$ cat src/eoem_pkg.sv
// constants and carrier types of the e1 overhead event monitor
//------------------------------------------------------------
// Summary of operation
// RQ1 - mode0: twelve sa6 bits versus five patterns
// RQ2 - mode1: three sa6 codewords versus same patterns
// RQ3 - debounce control bit, resets to disabled
// RQ4 - debounce needs two equal sub-multiframes; hold unsynced
// RQ5 - special-pattern flag shows current match result
// RQ6 - special-pattern enable gates flag onto interrupt
// RQ7 - codeword change sets its channel change flag
// RQ8 - five change enables, reset zero, gate interrupt
// RQ9 - a one, e zero for 10ms: status
// RQ10 - 990 e zeros per second, five seconds
// RQ11 - two of three sa7 bits zero: link
// RQ12 - any status transition sets sticky change flag
// RQ13 - sa6 codeword 0010 or 0011: nt crc
// RQ14 - sa6 codeword 0001 or 0011: nt febe
// RQ15 - e bit zero in sync: febe event
// RQ16 - febe detection suspended while crc unsynced
// RQ17 - writing one clears flag, zero keeps
// RQ18 - five overhead enables gate interrupt, reset zero
// RQ19 - nt crc enable gates its flag
// RQ20 - interrupt while any enabled flag is set
//------------------------------------------------------------
package eoem_pkg;
	// register indices; byte address is four times the index
	localparam logic [9:0] NAT_CTRL_IDX = 10'h05c;
	localparam logic [9:0] NAT_FLAG_IDX = 10'h05d;
	localparam logic [9:0] OVH_STAT_IDX = 10'h05f;
	localparam logic [9:0] OVH_CTRL_IDX = 10'h060;
	localparam logic [9:0] OVH_FLAG_IDX = 10'h061;
	localparam logic [9:0] CW_STORE_IDX = 10'h070;
	localparam logic [7:0] REG_RST = 8'h00;
	// national control and flag field positions
	localparam int CTL_MODE_BIT = 7;
	localparam int CTL_DEB_BIT = 6;
	localparam int CTL_SP_EN_BIT = 5;
	localparam int SP_FLAG_BIT = 5;
	// overhead flag / enable positions
	localparam int OF_NT_CRC = 5;
	localparam int OF_NT_FEBE = 4;
	localparam int OF_FEBE = 3;
	localparam int OF_CONT_AF = 2;
	localparam int OF_CONT_FEBE = 1;
	localparam int OF_LINK = 0;
	// overhead status positions
	localparam int ST_CONT_AF = 4;
	localparam int ST_CONT_FEBE = 3;
	localparam int ST_LINK = 2;
	// channel index within sa vectors: 4=sa4 ... 0=sa8
	localparam int CH_SA6 = 2;
	localparam int CH_SA7 = 1;
	// special patterns and nt codes
	localparam logic [11:0] PAT_888 = 12'h888;
	localparam logic [11:0] PAT_AAA = 12'haaa;
	localparam logic [11:0] PAT_CCC = 12'hccc;
	localparam logic [11:0] PAT_EEE = 12'heee;
	localparam logic [11:0] PAT_FFF = 12'hfff;
	localparam logic [3:0] NT_CRC_A = 4'h2;
	localparam logic [3:0] NT_CRC_B = 4'h3;
	localparam logic [3:0] NT_FEBE_A = 4'h1;
	localparam logic [3:0] NT_FEBE_B = 4'h3;
	// timing
	localparam int CLK_HZ = 125_000_000;
	localparam int CONT_AF_TIME_MS = 10;
	localparam int CONT_AF_CYC = CLK_HZ / 1000 * CONT_AF_TIME_MS;
	localparam int SEC_TIME_S = 1;
	localparam int SEC_CYC = CLK_HZ * SEC_TIME_S;
	localparam logic [10:0] FEBE_MIN = 11'd990;
	localparam int CFEBE_SECS = 5;

	// receive overhead from the framer, same clock
	typedef struct packed {
		logic basic_sync;
		logic crc_sync;
		logic nfas_stb;
		logic a_bit;
		logic [4:0] sa;
		logic smf_end;
		logic e_stb;
		logic e_bit;
	} eoem_ovh_t;
endpackage

$ cat src/eoem_monitor.sv
// e1 receive overhead event monitor with apb register slave
//
// The implementer's own choice: register access over APB.
`timescale 1ns/1ps
module eoem_monitor import eoem_pkg::*; #(
	parameter int CONT_AF_CYCLES = CONT_AF_CYC,
	parameter int SEC_CYCLES = SEC_CYC
) (
	input wire logic clk_i,
	input wire logic rst_n_i,
	input wire eoem_ovh_t ovh_i,
	input wire logic psel_i,
	input wire logic penable_i,
	input wire logic pwrite_i,
	input wire logic [11:0] paddr_i,
	input wire logic [31:0] pwdata_i,
	output logic [31:0] prdata_o,
	output logic pready_o,
	output logic pslverr_o,
	output logic irq_o
);
	if (CONT_AF_CYCLES < 1 || SEC_CYCLES < 2) begin : g_chk
		$error("eoem_monitor: timing counts too small");
	end

	localparam int AW = $clog2(CONT_AF_CYCLES + 1);
	localparam int SW = $clog2(SEC_CYCLES + 1);

	//------------------------------------------------------------
	// apb decode
	//------------------------------------------------------------
	logic [7:0] nat_ctrl_r, nat_flag_r, ovh_ctrl_r, ovh_flag_r;
	logic [7:0] ovh_stat;
	logic [19:0] cw_all;
	logic [31:0] prdata_r, rd_mux;
	logic pready_r, pslverr_r, irq_r;
	wire [9:0] idx = paddr_i[11:2];
	wire acc = psel_i & penable_i;
	wire done = acc & pready_r;
	wire wr = done & pwrite_i;
	wire hit = (idx == NAT_CTRL_IDX) | (idx == NAT_FLAG_IDX) |
		(idx == OVH_STAT_IDX) | (idx == OVH_CTRL_IDX) |
		(idx == OVH_FLAG_IDX) | (idx == CW_STORE_IDX);
	wire wr_nat_ctrl = wr & (idx == NAT_CTRL_IDX);
	wire wr_ovh_ctrl = wr & (idx == OVH_CTRL_IDX);
	// RQ17 w1c strobes
	wire [7:0] clr_nat = (wr & (idx == NAT_FLAG_IDX)) ? pwdata_i[7:0] : 8'h00;
	wire [7:0] clr_ovh = (wr & (idx == OVH_FLAG_IDX)) ? pwdata_i[7:0] : 8'h00;

	always_comb begin
		rd_mux = 32'h0000_0000;
		case (idx)
			NAT_CTRL_IDX: rd_mux = {24'h000000, nat_ctrl_r};
			NAT_FLAG_IDX: rd_mux = {24'h000000, nat_flag_r};
			OVH_STAT_IDX: rd_mux = {24'h000000, ovh_stat};
			OVH_CTRL_IDX: rd_mux = {24'h000000, ovh_ctrl_r};
			OVH_FLAG_IDX: rd_mux = {24'h000000, ovh_flag_r};
			CW_STORE_IDX: rd_mux = {12'h000, cw_all};
			default: rd_mux = 32'h0000_0000;
		endcase
	end

	// one wait state: pready rises in the second access cycle
	always_ff @(posedge clk_i) begin
		if (!rst_n_i) begin
			pready_r <= 1'b0;
			pslverr_r <= 1'b0;
			prdata_r <= 32'h0000_0000;
		end else begin
			pready_r <= acc & ~pready_r;
			pslverr_r <= acc & ~pready_r & ~hit;
			if (acc & ~pready_r & ~pwrite_i)
				prdata_r <= rd_mux;
		end
	end

	//------------------------------------------------------------
	// control registers
	//------------------------------------------------------------
	always_ff @(posedge clk_i) begin
		if (!rst_n_i) begin
			// RQ3 debounce off
			nat_ctrl_r <= REG_RST;
			// RQ18 enables reset zero
			ovh_ctrl_r <= REG_RST;
		end else begin
			if (wr_nat_ctrl)
				nat_ctrl_r <= pwdata_i[7:0];
			if (wr_ovh_ctrl)
				ovh_ctrl_r <= {2'b00, pwdata_i[5:0]};
		end
	end
	wire mode = nat_ctrl_r[CTL_MODE_BIT];
	wire deb_en = nat_ctrl_r[CTL_DEB_BIT];
	wire crc_ok = ovh_i.crc_sync;
	wire nfas = ovh_i.nfas_stb;
	wire smf = ovh_i.smf_end & crc_ok;

	//------------------------------------------------------------
	// codeword extraction per channel
	//------------------------------------------------------------
	logic [3:0] sh_r [5];
	logic [3:0] prev_r [5];
	logic [3:0] cw_r [5];
	logic [4:0] chg_set;
	for (genvar c = 0; c < 5; c++) begin : g_ch
		// RQ4 debounce needs matching previous raw word
		wire upd = smf & (~deb_en | (sh_r[c] == prev_r[c]));
		// RQ7 change of stored word
		assign chg_set[c] = upd & (sh_r[c] != cw_r[c]);
		always_ff @(posedge clk_i) begin
			if (!rst_n_i) begin
				sh_r[c] <= 4'h0;
				prev_r[c] <= 4'h0;
				cw_r[c] <= 4'h0;
			end else begin
				if (nfas & crc_ok)
					sh_r[c] <= {sh_r[c][2:0], ovh_i.sa[c]};
				if (smf)
					prev_r[c] <= sh_r[c];
				if (upd)
					cw_r[c] <= sh_r[c];
			end
		end
	end
	assign cw_all = {cw_r[4], cw_r[3], cw_r[2], cw_r[1], cw_r[0]};
	wire [3:0] raw6 = sh_r[CH_SA6];

	//------------------------------------------------------------
	// sa6 special pattern compare
	//------------------------------------------------------------
	function automatic logic pat_hit(input logic [11:0] v);
		pat_hit = (v == PAT_888) | (v == PAT_AAA) | (v == PAT_CCC) |
			(v == PAT_EEE) | (v == PAT_FFF);
	endfunction
	logic [11:0] sp_bits_r, sp_cw_r;
	logic sp_flag_r;
	wire [11:0] sp_bits_nxt = {sp_bits_r[10:0], ovh_i.sa[CH_SA6]};
	wire [11:0] sp_cw_nxt = {sp_cw_r[7:0], raw6};
	always_ff @(posedge clk_i) begin
		if (!rst_n_i) begin
			sp_bits_r <= 12'h000;
			sp_cw_r <= 12'h000;
			sp_flag_r <= 1'b0;
		end else begin
			if (nfas & crc_ok)
				sp_bits_r <= sp_bits_nxt;
			if (smf)
				sp_cw_r <= sp_cw_nxt;
			// RQ1 bitwise window
			if (~mode & nfas & crc_ok)
				sp_flag_r <= pat_hit(sp_bits_nxt);
			// RQ2 codeword window
			else if (mode & smf)
				sp_flag_r <= pat_hit(sp_cw_nxt);
		end
	end

	//------------------------------------------------------------
	// continuous alarm and febe
	//------------------------------------------------------------
	logic a_last_r, e_zero_r, cont_af_r;
	logic [AW-1:0] af_cnt_r;
	wire af_cond = crc_ok & a_last_r & e_zero_r;
	always_ff @(posedge clk_i) begin
		if (!rst_n_i) begin
			a_last_r <= 1'b0;
			e_zero_r <= 1'b0;
			af_cnt_r <= '0;
			cont_af_r <= 1'b0;
		end else begin
			if (nfas)
				a_last_r <= ovh_i.a_bit;
			if (ovh_i.e_stb)
				e_zero_r <= ~ovh_i.e_bit;
			// RQ9 held 10ms
			if (!af_cond) begin
				af_cnt_r <= '0;
				cont_af_r <= 1'b0;
			end else if (af_cnt_r == AW'(CONT_AF_CYCLES - 1)) begin
				cont_af_r <= 1'b1;
			end else begin
				af_cnt_r <= af_cnt_r + 1'b1;
			end
		end
	end

	logic [SW-1:0] sec_cnt_r;
	logic [10:0] ez_cnt_r;
	logic [CFEBE_SECS-1:0] sec_ok_r;
	logic cont_febe_r;
	// RQ16 no febe while unsynced
	wire febe_ev = crc_ok & ovh_i.e_stb & ~ovh_i.e_bit;
	wire sec_end = (sec_cnt_r == SW'(SEC_CYCLES - 1));
	always_ff @(posedge clk_i) begin
		if (!rst_n_i) begin
			sec_cnt_r <= '0;
			ez_cnt_r <= 11'h000;
			sec_ok_r <= '0;
			cont_febe_r <= 1'b0;
		end else begin
			sec_cnt_r <= sec_end ? '0 : sec_cnt_r + 1'b1;
			if (!crc_ok) begin
				ez_cnt_r <= 11'h000;
				sec_ok_r <= '0;
			end else if (sec_end) begin
				ez_cnt_r <= 11'h000;
				// RQ10 per-second count check
				sec_ok_r <= {sec_ok_r[CFEBE_SECS-2:0],
					({1'b0, ez_cnt_r} + {11'h000, febe_ev}) >= {1'b0, FEBE_MIN}};
			end else if (febe_ev & ~&ez_cnt_r) begin
				ez_cnt_r <= ez_cnt_r + 1'b1;
			end
			cont_febe_r <= crc_ok & (&sec_ok_r);
		end
	end

	//------------------------------------------------------------
	// link id on sa7
	//------------------------------------------------------------
	logic [1:0] s7_r;
	logic link_r;
	wire [2:0] s7_win = {s7_r, ovh_i.sa[CH_SA7]};
	// RQ11 two of three zeros
	wire s7_two0 = (~s7_win[0] & ~s7_win[1]) | (~s7_win[0] & ~s7_win[2]) |
		(~s7_win[1] & ~s7_win[2]);
	always_ff @(posedge clk_i) begin
		if (!rst_n_i) begin
			s7_r <= 2'b11;
			link_r <= 1'b0;
		end else if (!ovh_i.basic_sync) begin
			link_r <= 1'b0;
		end else if (nfas) begin
			s7_r <= s7_win[1:0];
			link_r <= s7_two0;
		end
	end
	assign ovh_stat = {3'b000, cont_af_r, cont_febe_r, link_r, 2'b00};

	//------------------------------------------------------------
	// sticky flags and interrupt
	//------------------------------------------------------------
	logic cont_af_d_r, cont_febe_d_r, link_d_r;
	// RQ12 either-direction transitions
	wire [2:0] st_chg = {cont_af_r ^ cont_af_d_r,
		cont_febe_r ^ cont_febe_d_r, link_r ^ link_d_r};
	// RQ13 RQ14 nt codes
	wire nt_crc = smf & ((raw6 == NT_CRC_A) | (raw6 == NT_CRC_B));
	wire nt_febe = smf & ((raw6 == NT_FEBE_A) | (raw6 == NT_FEBE_B));
	// RQ15 febe event
	wire [7:0] ovh_set = {2'b00, nt_crc, nt_febe, febe_ev, st_chg};
	// RQ5 level flag sits on bit 5
	wire [7:0] nat_flag_nxt = {2'b00, sp_flag_r,
		(nat_flag_r[4:0] & ~clr_nat[4:0]) | chg_set};
	// RQ6 RQ8 RQ18 RQ19 enable gating
	wire any_irq = |(nat_flag_r[4:0] & nat_ctrl_r[4:0]) |
		(nat_flag_r[SP_FLAG_BIT] & nat_ctrl_r[CTL_SP_EN_BIT]) |
		|(ovh_flag_r[5:0] & ovh_ctrl_r[5:0]);
	always_ff @(posedge clk_i) begin
		if (!rst_n_i) begin
			cont_af_d_r <= 1'b0;
			cont_febe_d_r <= 1'b0;
			link_d_r <= 1'b0;
			nat_flag_r <= REG_RST;
			ovh_flag_r <= REG_RST;
			irq_r <= 1'b0;
		end else begin
			cont_af_d_r <= cont_af_r;
			cont_febe_d_r <= cont_febe_r;
			link_d_r <= link_r;
			nat_flag_r <= nat_flag_nxt;
			// RQ17 set wins over clear
			ovh_flag_r <= (ovh_flag_r & ~clr_ovh) | ovh_set;
			// RQ20 registered interrupt
			irq_r <= any_irq;
		end
	end

	assign prdata_o = prdata_r;
	assign pready_o = pready_r;
	assign pslverr_o = pslverr_r;
	assign irq_o = irq_r;
endmodule

$ cat config.mk
export PLATFORM = sky130hd
export DESIGN_NAME = eoem_monitor
export DESIGN_NICKNAME = d
export VERILOG_FILES = /design/src/eoem_pkg.sv /design/src/eoem_monitor.sv
export SDC_FILE = /design/constraint.sdc
export NUM_CORES = 1
export LEC_CHECK = 0
export BUFFER_PORTS_ARGS = -buffer_cell sky130_fd_sc_hd__clkbuf_2
export CAP_MARGIN = 20
export CORE_MARGIN = 10
export CORE_UTILIZATION = 53
export CTS_CLUSTER_SIZE = 10
export DETAILED_ROUTE_END_ITERATION = 16
export GPL_ROUTABILITY_DRIVEN = 0
export PLACE_DENSITY = 0.76
export RECOVER_POWER = 50
export SYNTH_ARGS = -nofsm -noshare
export SYNTH_HDL_FRONTEND = slang
export SYNTH_SLANG_ARGS = --single-unit
$ cat constraint.sdc
create_clock -name clk_i -period 1.9 [get_ports clk_i]
set_input_delay 0.19 -clock clk_i [delete_from_list [all_inputs] [get_ports clk_i]]
set_output_delay 0.19 -clock clk_i [all_outputs]
set_load 0.01 [all_outputs]
### Word-level counts from Yosys, hierarchy flattened

Memory sizes are Yosys's and may differ from the RTL's.
Index checks and enable logic that the tools add are counted.

| word-level totals | value |
|---|---|
| flip-flop bits (word level) | 159 |
| RAM bits | 60 |
| input port bits | 61 |
| word-level logic and storage cells | 216 |
| memories kept | 3 |

| cells by class | value |
|---|---|
| $add $sub $neg | 4 |
| $lt $le $gt $ge | 1 |
| equal/unequal tests | 31 |
| multiplexer cells | 42 |
| bitwise operators | 98 |
| reduce and logical (&&, ||, !) cells | 12 |

Memory list:

| name | depth | bits a word | read ports | clocked after Yosys merged registers in | write ports | line | RTL |
|---|---|---|---|---|---|---|---|
| cw_r | 5 | 4 | 5 | 0 | 5 | eoem_monitor.sv:104 | `logic [3:0] cw_r [5];` |
| prev_r | 5 | 4 | 5 | 0 | 5 | eoem_monitor.sv:103 | `logic [3:0] prev_r [5];` |
| sh_r | 5 | 4 | 5 | 0 | 5 | eoem_monitor.sv:102 | `logic [3:0] sh_r [5];` |

Operator list:

| operator | count |
|---|---|
| == test 12 bit (second input constant) | 10 |
| one-hot mux 20 bit (6 select lines) | 1 |
| == test 10 x 7 -> 1 bit (second input constant) | 6 |
| two-way mux 4 bit | 15 |
| bitwise OR 1 bit | 39 |
| AND 1 bit | 37 |
| adder 27 x 1 -> 27 bit (second input constant) | 1 |
| == test 27 bit (second input constant) | 1 |
| two-way mux 1 bit | 24 |
| adder 21 x 1 -> 21 bit (second input constant) | 1 |
| == test 21 bit (second input constant) | 1 |
| == test 4 bit | 5 |
| != test 4 bit | 5 |
| adder 11 x 1 -> 12 bit | 1 |
| greater-or-equal comparator 12 x 10 -> 1 bit (second input constant) | 1 |
| adder 11 x 1 -> 11 bit (second input constant) | 1 |
| inverter 1 bit | 11 |
| AND reduction 11 bit | 1 |
| AND 5 bit | 2 |
| AND 8 bit | 1 |
| == test 4 x 2 -> 1 bit (second input constant) | 2 |
| two-way mux 8 bit | 1 |
| inverter 8 bit | 1 |
| bitwise OR 8 x 6 -> 8 bit | 1 |
| other kinds (14) | 19 |

### Logic depth before layout (Yosys ltp)

Gate-level depths: netlist (run 1).

| logic depth | value |
|---|---|
| depth in word-level cells | 8 |
| depth in mapped cells | 10 |

### Worst setup path before layout (run 1)

OpenSTA, ideal clock, no wires.

| timing | value |
|---|---|
| path type | register to register |
| start | reg sec_cnt_r[12] |
| end | reg sec_cnt_r[25] |
| library setup time | 0.115 ns |
| data arrival time | 1.887 ns |
| path slack | -0.101 ns |
| stages on the path, launching flop included | 8 |
| path buffers | 2 |
| cells stage by stage | dfxtp_1 > nand3_1 > or4_4 > nor4_4 > nand2b_1 > buf_6 > buf_8 > nor2_1 |

| on the way | value |
|---|---|
| longest elaborated chain between the ends | 2 |
| elaborated cells between the ends (all ways) | 3 |

Ends and longest elaborated chain:

| what | line | RTL |
|---|---|---|
| from (decl) | eoem_monitor.sv:188 | `logic [SW-1:0] sec_cnt_r;` |
| from (signal assigned) | eoem_monitor.sv:202 | `sec_cnt_r <= sec_end ? '0 : sec_cnt_r + 1'b1;` |
| parallel branches: the longest is 2 deep, another holds adder 27 x 1 -> 27 bit | - |  |

Several ways; the timed one is not identified.
A chain may end at the register's enable or synchronous reset.

### Final worst setup path (run 1)

| timing | value |
|---|---|
| start | reg sec_cnt_r[8] |
| end | reg sec_ok_r[4] |

| on the way | value |
|---|---|
| longest elaborated chain between the ends | 1 |

Ends and longest elaborated chain:

| what | line | RTL |
|---|---|---|
| == test 27 bit | eoem_monitor.sv:194 | `wire sec_end = (sec_cnt_r == SW'(SEC_CYCLES - 1));` |
| to (signal assigned) | eoem_monitor.sv:209 | `sec_ok_r <= {sec_ok_r[CFEBE_SECS-2:0],` |
| to (decl) | eoem_monitor.sv:190 | `logic [CFEBE_SECS-1:0] sec_ok_r;` |

Every way passes these cells.

==> summary.txt, run 1 <==
Timing
  – Final hold slack: 0.0127 ns
  – Minimum clock period: 1.87 ns
  – Final WS setup: 0.0337 ns
  – RSZ-0062 raised after global routing: true
  – Fin. Hold Viols: 0
  – Max Transition Viols Final: 0
  – Final Cycle Share: 0.982
  – # setup viols final: 0
  – Slew margin rel.: 0.330
  – Setup TNS: 0 ns
  – Worst-Margin Slew: 1.00 ns
  – Clock skew: 0.0132 ns
  – FMAX: 536 MHz

Synthesis
  – FFs w/ async S/R, synth: 0
  – Flops & latches, synth: 205
  – Area share of the largest cell type after synthesis: 0.315
  – Post-synth EDFFs: 60
  – Synth Warn #: 0
  – Mapped Area: 9210 um^2
  – Mean post-synth cell area: 9.79 um^2
  – Leading area contributor after synthesis: dfxtp_1
  – Distinct cells, synth: 61
  – Top cells by area, synth: dfxtp_1, edfxtp_1, xnor2_1
  – Post-Syn Instances: 941
  – Sequential area share after synthesis: 0.511
  – Dominant synthesized flop cell: dfxtp_1

Clock network
  – Inserted Clock Buffers: 24
  – Clk slew on worst S/H paths: 0.05 ns
  – TritonCTS sink count: 205
  – Postcts setup bufs: 0
  – Worst-Skew Late Latency: 0.50 ns
  – CTS tree: built
  – CTS H-tree lvls: 1
  – Root buf cell: clkbuf_16
  – Clock Tree Buf Depth: 3

Die
  – Core Rows: 48
  – Core area: 17200 um^2
  – DIE AREA: 23100 um^2
  – Die width: 152 um
  – Die Span Y: 152 um
  – Initial Utilization: 0.536
  – I/O pin cnt: 96

GRT
  – Largest net degree at the start of global routing: 45
  – Antenna violations before repair: 0
  – Total GRT Usage: 0.170
  – First-pass GRT wire length: 34.4 mm
  – Overflow after GRT: 0
  – Vias in the first global route: 7064

Drt
  – Detailed Route WL: 20.9 mm
  – Routed length on met3: 1.36 mm
  – Met1 Routed Length: 9.33 mm
  – Drc violations: 0
  – Routed Antenna Nets: 0
  – Max Used Layer: met4
  – Avg WL per Cell: 16.2 um
  – Drt pass-1 iters: 7
  – DR WL met2: 9.83 mm
  – Detailed router's first-iteration violation count: 503
  – Post-DR vias/cell: 5.57
  – Via count: 7202

Layout
  – Most frequent cells in the layout: dfxtp_1, nor2_1, nand2_1
  – Non-Filler Instances: 1293
  – Area grow syn2layout: 17.7%
  – Antenna cells: 0
  – Share of layout cells above drive strength 1: 0.131
  – Layout net count: 1122
  – Most common cell after layout, fill and taps aside: dfxtp_1

Setup path
  – Worst flop-to-flop path startpoint: sec_cnt_r[8]
  – Req. time, crit path: 2.27 ns
  – Worst EP arrival: 2.24 ns
  – CP Launch Type: register
  – Critical Path Start: sec_cnt_r[8]
  – Crit end category: register
  – Critical path class: register to register
  – Max Fanout on Critical Path: 8

Power
  – Internal power: 0.00730 W
  – Fraction of power spent switching nets: 0.218
  – Leakage: 4.08 nW
  – Seq pwr share: 0.505
  – Power Dens Cells: 861 nW/um^2
  – Sw Pwr: 0.00204 W
  – Clock share of power: 0.441
  – Maximum vdd drop: 0.000736 V
  – Logic pwr share: 0.054

Placement
  – I/O Buffers: 57
  – DP Cell Count: 1240
  – Dpl hpwl: 14.4 mm
  – Post-place setup slack: -0.0310 ns

Status
  – Outcome: completed

Min path
  – Min-Delay Startpoint: pwdata_i[1]
  – Worst min path class: input pin to register

Job
  – Number of max-cap violations: 0
-- worst max-delay path, cell delays in order, from the launching register on --
cell and delay, ns:
dfxtp_1 0.41, nor4b_1 0.31, nand2_1 0.15, nor4_4 0.42
buf_12 0.18, mux2i_1 0.21, nor2_1 0.06
-- flip-flops by register name (all words and copies together) (netlist names), 11 cells and up --
register and cells:
sh_r 20, sp_bits_r 11, cw_r 20, prev_r 20, af_cnt_r 21, prdata_o 20, sec_cnt_r 27, ez_cnt_r 11
-- cell usage after synthesis, types with 5 or more instances --
master and count:
dfxtp_1 145, nor2_1 109, nand2_1 76, edfxtp_1 60
xnor2_1 52, and2_1 44, xor2_1 41, nand3_1 40
clkbuf_1 35, and3_1 32, a21oi_1 31, nor3_1 30
nand4_1 21, o21ai_0 20, a22o_1 19, mux2i_1 16
a22oi_1 14, buf_4 13, inv_1 13, nor4_1 12
a32o_1 8, o21a_1 8, a221oi_1 7, and4_1 6
ha_1 6, nand2b_1 6, nor2b_1 6, a21boi_0 5
a21o_1 5, a31oi_1 5, o41a_1 5, or2_2 5
-- final cells by class --
| class | count | area (um^2) |
|---|---|---|
| Fill cell | 1416 | 6330 |
| Sequential cell | 205 | 4710 |
| Multi-Input combinational cell | 680 | 4280 |
| Timing Repair Buffer | 131 | 828 |
| Clock buffer | 39 | 698 |
| Tap cell | 225 | 282 |
| Inverter | 13 | 48.8 |
-- repair_timing --
item	in CTS	in global routing
gates cloned	0	2
endpoints found under the hold margin	15	0
pin swaps	0	0
setup endpoints to repair	2	44
hold buffers	12	0
resized for setup	1	12
-- metrics by stage --
step	utilization	cell area [um^2]	total power, W
2_1_floorplan	-	9270	0.00510
3_3_place_gp	0.585	10000	0.00528
3_5_place_dp	0.585	10000	0.00530
4_1_cts	0.633	10900	0.00941
5_1_grt	0.631	10800	0.00965
6_report	0.631	10800	0.00934
-- power groups by stage --
stage | registers, W | clock network (W) | logic, W
finish | 0.00472 | 0.00412 | 0.000501
global route | 0.00473 | 0.00437 | 0.000555
CTS | 0.00472 | 0.00418 | 0.000510
detailed placement | 0.00481 | 0 | 0.000486
global placement | 0.00480 | 0 | 0.000475
floorplan | 0.00478 | 0 | 0.000314
-- path summary, 6_finish.rpt --
kind | endpoint | slack [ns] | cells past startpoint
min | nat_ctrl_r[1] | 0.01 | 3
max reg2reg | sec_ok_r[4] | 0.03 | 6
max | sec_ok_r[4] | 0.03 | 6
min reg2reg | cont_febe_r | 0.44 | 2
-- per-layer routing --
| metal | vias up | track usage |
|---|---|---|
| met5 | - | 0 |
| met4 | 0 | 0.0459 |
| met3 | 38 | 0.0367 |
| met2 | 212 | 0.277 |
| met1 | 3400 | 0.222 |
| li1 | 3552 | - |
-- kinds of logic after synthesis --
kind of cell | after synthesis | synth area share
DFF | 205 | 0.511
other | 1 | 0.000407
and+or+nand+nor | 409 | 0.226
buffers and inverters | 69 | 0.0369
adders and majority gates | 6 | 0.00815
xor gates and xnor gates | 93 | 0.0884
muxes | 18 | 0.0198
AOI/OAI and AO/OA | 140 | 0.109
Note: power is estimated with default switching activity, not from simulation.
==> inputs of run 2 (changes only) <==
--- a/config.mk
+++ b/config.mk
@@ -7,8 +7,10 @@
 export LEC_CHECK = 0
 export BUFFER_PORTS_ARGS = -buffer_cell sky130_fd_sc_hd__clkbuf_2
 export CAP_MARGIN = 20
-export CORE_MARGIN = 10
+export CORE_ASPECT_RATIO = 2
+export CORE_MARGIN = 4
 export CORE_UTILIZATION = 53
+export CTS_CLUSTER_DIAMETER = 100
 export CTS_CLUSTER_SIZE = 10
 export DETAILED_ROUTE_END_ITERATION = 16
 export GPL_ROUTABILITY_DRIVEN = 0
==> run 2 against run 1 <==
Net effect:
- critical path depth did not move
- sequential cell count did not move
- sequential power barely moved
- power fell by 0.54%
- non-clock buffer count rose by 11
- highest routed layer unchanged
==> summary.txt, run 2 (same netlist as run 1, synthesis figures left out) <==
Timing
  – Final WS setup: 0.0431 ns (+0.00943 ns)
  – Slew margin rel.: 0.300 (-0.0305)
  – # setup viols final: 0 (unchanged)
  – Max Transition Viols Final: 0 (unchanged)
  – RSZ-0062 raised after global routing: true
  – FMAX: 539 MHz (+0.51%)
  – Fin. Hold Viols: 0 (unchanged)
  – Worst-Margin Slew: 1.05 ns (+0.0458 ns)
  – Minimum clock period: 1.86 ns (-0.00943 ns)
  – Clock skew: 0.0116 ns (-0.00165 ns)
  – Final Cycle Share: 0.977 (-0.00496)

Placement
  – Dpl hpwl: 15.5 mm (+7.8%)
  – I/O Buffers: 57 (unchanged)
  – Post-place setup slack: -0.0915 ns (-0.0605 ns)

Power
  – Total Power: 0.00929 W (-0.54%)
  – Power Dens Cells: 853 nW/um^2 (-0.96%)
  – Leakage: 4.15 nW (+1.8%)
  – Maximum vdd drop: 0.000639 V (-13%)

Drt
  – Detailed Route WL: 21.1 mm (+1.0%)
  – Routed Antenna Nets: 0 (unchanged)
  – Via count: 7275 (+1.0%)
  – Drc violations: 0 (unchanged)
  – Post-DR vias/cell: 5.65 (+1.4%)
  – Avg WL per Cell: 16.4 um (+1.4%)
  – Drt pass-1 iters: 5 (-2)
  – Detailed router's first-iteration violation count: 354 (-30%)

Clock network
  – Root buf cell: clkbuf_16
  – Inserted Clock Buffers: 24 (unchanged)
  – TritonCTS sink count: 205 (unchanged)
  – Worst-Skew Late Latency: 0.51 ns (about the same)
  – CTS tree: built
  – Clock Tree Buf Depth: 3 (unchanged)
  – Clk slew on worst S/H paths: 0.06 ns (about the same)
  – CTS H-tree lvls: 1 (unchanged)

Layout
  – Final core occ: 0.634 (+0.00233)
  – Antenna cells: 0 (unchanged)
  – Max FFs per register: 27 (unchanged)
  – Layout net count: 1131 (+0.80%)
  – Most frequent cells in the layout: dfxtp_1, nor2_1, nand2_1
  – Area grow syn2layout: 18.2%
  – Share of layout cells above drive strength 1: 0.145 (+0.0136)
  – Most common cell after layout, fill and taps aside: dfxtp_1
  – Biggest regs: sec_cnt_r: 27 flops, af_cnt_r: 21 flops
  – Biggest register: sec_cnt_r

Die
  – Core area: 17200 um^2 (about the same)
  – DIE AREA: 19700 um^2 (-15%)
  – Core Rows: 68 (+42%)
  – I/O pin cnt: 96 (unchanged)
  – Die Span Y: 194 um (+28%)
  – Die width: 101 um (-33%)
  – Initial Utilization: 0.536 (about the same)

Setup path
  – Crit end category: register
  – Worst EP arrival: 2.25 ns (about the same)
  – Req. time, crit path: 2.29 ns (+0.02 ns)
  – Max Fanout on Critical Path: 5 (-3)
  – Critical path class: register to register
  – CP Cell Sequence: or4_4 > nor4_4 > buf_4 > buf_6 > mux2i_1 > nor2_1
  – Max stage delay on crit path: 0.55 ns (+0.13 ns)
  – CP Launch Type: register
  – Critical path's slowest cell: or4_4

GRT
  – Antenna violations before repair: 0 (unchanged)
  – Total GRT Usage: 0.216 (+0.0463)
  – Largest net degree at the start of global routing: 31 (-31%)
  – Overflow after GRT: 0 (unchanged)
  – First-pass GRT wire length: 34.9 mm (+1.5%)
  – Vias in the first global route: 7608 (+7.7%)

Job
  – Number of max-cap violations: 0 (unchanged)

Min path
  – Worst min path class: input pin to register

Status
  – Outcome: completed
[run 2: cell types whose count changed in the layout (fill, tap and decap cells not counted), moves of 2 or more]
| cell | change |
|---|---|
| buf_4 | +10 |
| clkbuf_2 | +7 |
| and2_0 | -5 |
| and2_1 | +5 |
| clkbuf_1 | -5 |
| dlygate4sd3_1 | +3 |
| buf_12 | -2 |
| clkbuf_8 | -2 |
| dfxtp_1 | -2 |
[run 2: what timing repair did]
item,in CTS,in global routing
gates resized for setup,0,18
pin swaps,0,3
hold buffers,15,0
buffers inserted,0,1
endpoints found under the hold margin,21,0
endpoints found under the setup margin,2,24
[run 2: worst max-delay path: cells and delay by family (launching register included)]
kind                   cells  cell delay (ns)
buffers and inverters      2             0.30
multiplexers               1             0.19
AND/OR/NAND/NOR            3             0.91
flip-flops                 1             0.35
[run 2: where the power goes]
| part | internal [W] | switching [W] | leakage (nW) |
|---|---|---|---|
| registers | 0.00462 | 0.0000964 | 1.82 |
| clock network | 0.00241 | 0.00166 | 0.325 |
| logic | 0.000213 | 0.000284 | 2.01 |
| total | 0.00725 | 0.00204 | 4.15 |
[run 2: path summary, 6_finish.rpt]
path / from / end / slack [ns] / depth (start not counted)
worst min register to register: sec_ok_r[4] / cont_febe_r / 0.45 / 2
worst max register to register: sec_cnt_r[7] / sec_ok_r[1] / 0.04 / 6
worst max-delay path: sec_cnt_r[7] / sec_ok_r[1] / 0.04 / 6
worst min-delay path: pwdata_i[5] / ovh_ctrl_r[5] / 0.01 / 3
[run 2: through the flow]
step                hold WS [ns]  TNS, ns  cells  instance area (um^2)
floorplan                  0.277   -0.355    952                  9270
global placement           0.387   -0.274   1232                 10100
detailed placement         0.391   -0.551   1232                 10100
CTS                      0.00184  -0.0488   1287                 10900
global route              0.0524   -0.450   1288                 10900
finish                    0.0106        0   1288                 10900
[run 2: layout make-up]
class / count / area (um^2)
clock buffer: 39 / 678
inverter: 13 / 48.8
tap: 210 / 263
fill: 1435 / 6300
multi-input combinational: 678 / 4270
timing repair buffer: 142 / 908
sequential: 205 / 4720
clock inverter: 1 / 7.51
[run 2: per-layer routing]
metal	vias to the layer above	wire, um	GRT usage	part of all wire
li1	3570	-	-	-
met1	3455	7480	0.212	0.35
met2	183	11900	0.417	0.56
met3	67	678	0.0244	0.032
met4	0	1120	0.120	0.053
met5	-	0	0	0
==> inputs of run 3 (changes only) <==
--- a/config.mk
+++ b/config.mk
@@ -15,7 +15,7 @@
 export DETAILED_ROUTE_END_ITERATION = 16
 export GPL_ROUTABILITY_DRIVEN = 0
 export PLACE_DENSITY = 0.76
-export RECOVER_POWER = 50
+export RECOVER_POWER = 100
 export SYNTH_ARGS = -nofsm -noshare
 export SYNTH_HDL_FRONTEND = slang
 export SYNTH_SLANG_ARGS = --single-unit
==> constraint.sdc (replaced) <==
create_clock -name clk_i -period 1.9 [get_ports clk_i]
set_input_delay 0.38 -clock clk_i [delete_from_list [all_inputs] [get_ports clk_i]]
set_output_delay 0.38 -clock clk_i [all_outputs]
set_load 0.01 [all_outputs]
==> run 3 against run 2 <==
Net effect:
- via count increased by 0.96%
- wire length increased by 1.4%
- clock power about the same
- global-route usage decreased by 0.14 points
- setup slack improved by 0.015 ns
- die area unchanged
- sequential cell count unchanged
- register-to-register slack improved by 0.02 ns
- first-iteration DRC count decreased by 7.3%
==> summary.txt, run 3 (same netlist as run 1, synthesis figures left out) <==
Min path
  – Number of cells on the worst hold path: 2 (-1)
  – Hold endpoint: ovh_flag_r[7]
  – Min-Delay Startpoint: pwdata_i[7]
  – Worst min path class: input pin to register

Clock network
  – Root buf cell: clkbuf_16
  – Clock Tree Buf Depth: 3 (unchanged)
  – Inserted Clock Buffers: 24 (unchanged)
  – CTS tree: built
  – TritonCTS sink count: 205 (unchanged)
  – Hold-fix buffers, CTS: 0 (-15)
  – Clk slew on worst S/H paths: 0.06 ns (about the same)
  – CTS H-tree lvls: 1 (unchanged)
  – Worst-Skew Late Latency: 0.51 ns (about the same)

Die
  – Core Rows: 68 (unchanged)
  – I/O pin cnt: 96 (unchanged)
  – Die width: 101 um (unchanged)
  – Initial Utilization: 0.536 (unchanged)
  – Die Span Y: 194 um (unchanged)
  – DIE AREA: 19700 um^2 (unchanged)
  – Core area: 17200 um^2 (unchanged)

Setup path
  – Worst flop-to-flop path startpoint: sec_cnt_r[26]
  – Req. time, crit path: 2.29 ns (about the same)
  – Worst EP arrival: 2.24 ns (about the same)
  – Crit end category: register
  – Max Fanout on Critical Path: 5 (unchanged)
  – Worst reg2reg path endpoint: sec_ok_r[1]
  – CP Launch Type: register
  – Worst r2r path cells: 7 (+1)
  – Slack of the worst reg-to-reg path: 0.06 ns (+0.02 ns)
  – Critical path class: register to register

GRT
  – First-pass GRT wire length: 34.5 mm (-1.3%)
  – Total GRT Usage: 0.215 (-0.00136)
  – M2 GR Usage: 0.408 (-0.00875)
  – Largest net degree at the start of global routing: 53 (+71%)
  – Global routing's busiest layer: met2
  – Vias in the first global route: 7462 (-1.9%)
  – Overflow after GRT: 0 (unchanged)
  – Antenna violations before repair: 0 (unchanged)
  – Grt met3 use: 0.0269 (+0.00251)
  – Met1 GRT Util: 0.211 (-0.00125)

Power
  – Leakage: 4.11 nW (-1.1%)
  – Maximum vdd drop: 0.000474 V (-26%)
  – Power Dens Cells: 859 nW/um^2 (+0.74%)

Placement
  – Dpl cell area: 10200 um^2 (+1.4%)
  – I/O Buffers: 57 (unchanged)
  – Dpl hpwl: 15.4 mm (-0.65%)

Layout
  – Layout net count: 1127 (-0.35%)
  – Cell area after layout: 10800 um^2 (-0.68%)
  – Area grow syn2layout: 17.4%
  – Share of layout cells above drive strength 1: 0.149 (+0.00426)
  – Antenna cells: 0 (unchanged)
  – Fill cells: 1449 (+0.98%)
  – Most frequent cells in the layout: dfxtp_1, nor2_1, nand2_1
  – Seq. cell area: 4710 um^2 (-0.11%)
  – Most common cell after layout, fill and taps aside: dfxtp_1
  – Biggest register: sec_cnt_r
  – Biggest regs: sec_cnt_r: 27 flops, af_cnt_r: 21 flops
  – Multi-input gate area: 4270 um^2 (about the same)
  – Max FFs per register: 27 (unchanged)

Job
  – Number of max-cap violations: 0 (unchanged)

Timing
  – RSZ-0062 raised after global routing: true
  – Clock skew: 0.0109 ns (-0.000642 ns)
  – Fin. Hold Viols: 0 (unchanged)
  – Worst-Margin Slew: 1.21 ns (+0.161 ns)
  – Slew margin rel.: 0.192 (-0.107)
  – FMAX: 543 MHz (+0.83%)
  – Final hold slack: 0.0700 ns (+0.0594 ns)
  – Final Cycle Share: 0.969 (-0.00800)
  – Max Transition Viols Final: 0 (unchanged)
  – # setup viols final: 0 (unchanged)
  – Minimum clock period: 1.84 ns (-0.0152 ns)

Drt
  – Routed Antenna Nets: 0 (unchanged)
  – Avg WL per Cell: 16.7 um (+1.7%)
  – Via count: 7345 (+0.96%)
  – Drt pass-1 iters: 7 (+2)
  – Detailed Route WL: 21.4 mm (+1.4%)
  – Detailed router's first-iteration violation count: 328 (-7.3%)
  – Drc violations: 0 (unchanged)
  – Post-DR vias/cell: 5.72 (+1.3%)

Status
  – Outcome: completed
==> run 3: metrics by stage <==
step | util | power (W) | TNS (ns) | std cells | setup slack, ns
after floorplan | - | 0.00510 | -0.614 | 952 | -0.135
after global placement | 0.593 | 0.00529 | -1.05 | 1243 | -0.0829
after detailed placement | 0.593 | 0.00530 | -1.44 | 1243 | -0.132
after CTS | 0.633 | 0.00939 | 0 | 1283 | 0.00704
after global routing | 0.629 | 0.00961 | -0.525 | 1284 | -0.0592
final | 0.629 | 0.00929 | 0 | 1284 | 0.0583
==> run 3: worst max path at each step <==
stage / start / end / slack [ns] / depth (start not counted)
2_1_floorplan: ovh_i[10] / sec_ok_r[0] / -0.13 / 10
3_3_place_gp: ovh_i[0] / sec_ok_r[0] / -0.08 / 9
3_5_place_dp: paddr_i[7] / prdata_o[7] / -0.13 / 6
4_1_cts: sec_cnt_r[26] / sec_ok_r[1] / 0.007 / 7
5_1_grt: sec_cnt_r[26] / sec_ok_r[1] / -0.06 / 7
6_report: sec_cnt_r[26] / sec_ok_r[1] / 0.06 / 7
==> run 3: cell type report <==
type | instances | share of cell area
Clock buffer | 39 | 0.0627
Clock inverter | 1 | 0.000694
Inverter | 13 | 0.00451
Multi-Input combinational cell | 678 | 0.394
Sequential cell | 205 | 0.436
Tap cell | 210 | 0.0243
Timing Repair Buffer | 138 | 0.0777
==> run 3: layer usage <==
layer / up-vias / share of wire
li1: 3559 / -
met1: 3486 / 0.35
met2: 216 / 0.55
met3: 84 / 0.044
met4: 0 / 0.057
met5: - / 0
==> run 3: report_power, final <==
group	switching [W]	total, W	leakage (nW)	internal [W]
logic	0.000288	0.000479	1.97	0.000190
clock network	0.00168	0.00410	0.325	0.00241
registers	0.0000951	0.00472	1.81	0.00462
total	0.00207	0.00929	4.11	0.00723
==> run 3: critical path: stages (launching register included) <==
cell and delay [ns]:
dfxtp_2 0.33, nand2_1 0.06, or4_4 0.49, nor4_4 0.27, buf_4 0.19, buf_4 0.13
mux2i_2 0.20, nor2_1 0.05
==> run 3: what timing repair did <==
item	in CTS	in global routing
setup endpoints to repair	3	27
resized for setup	1	9
pin swaps	0	1
buffers inserted	0	1
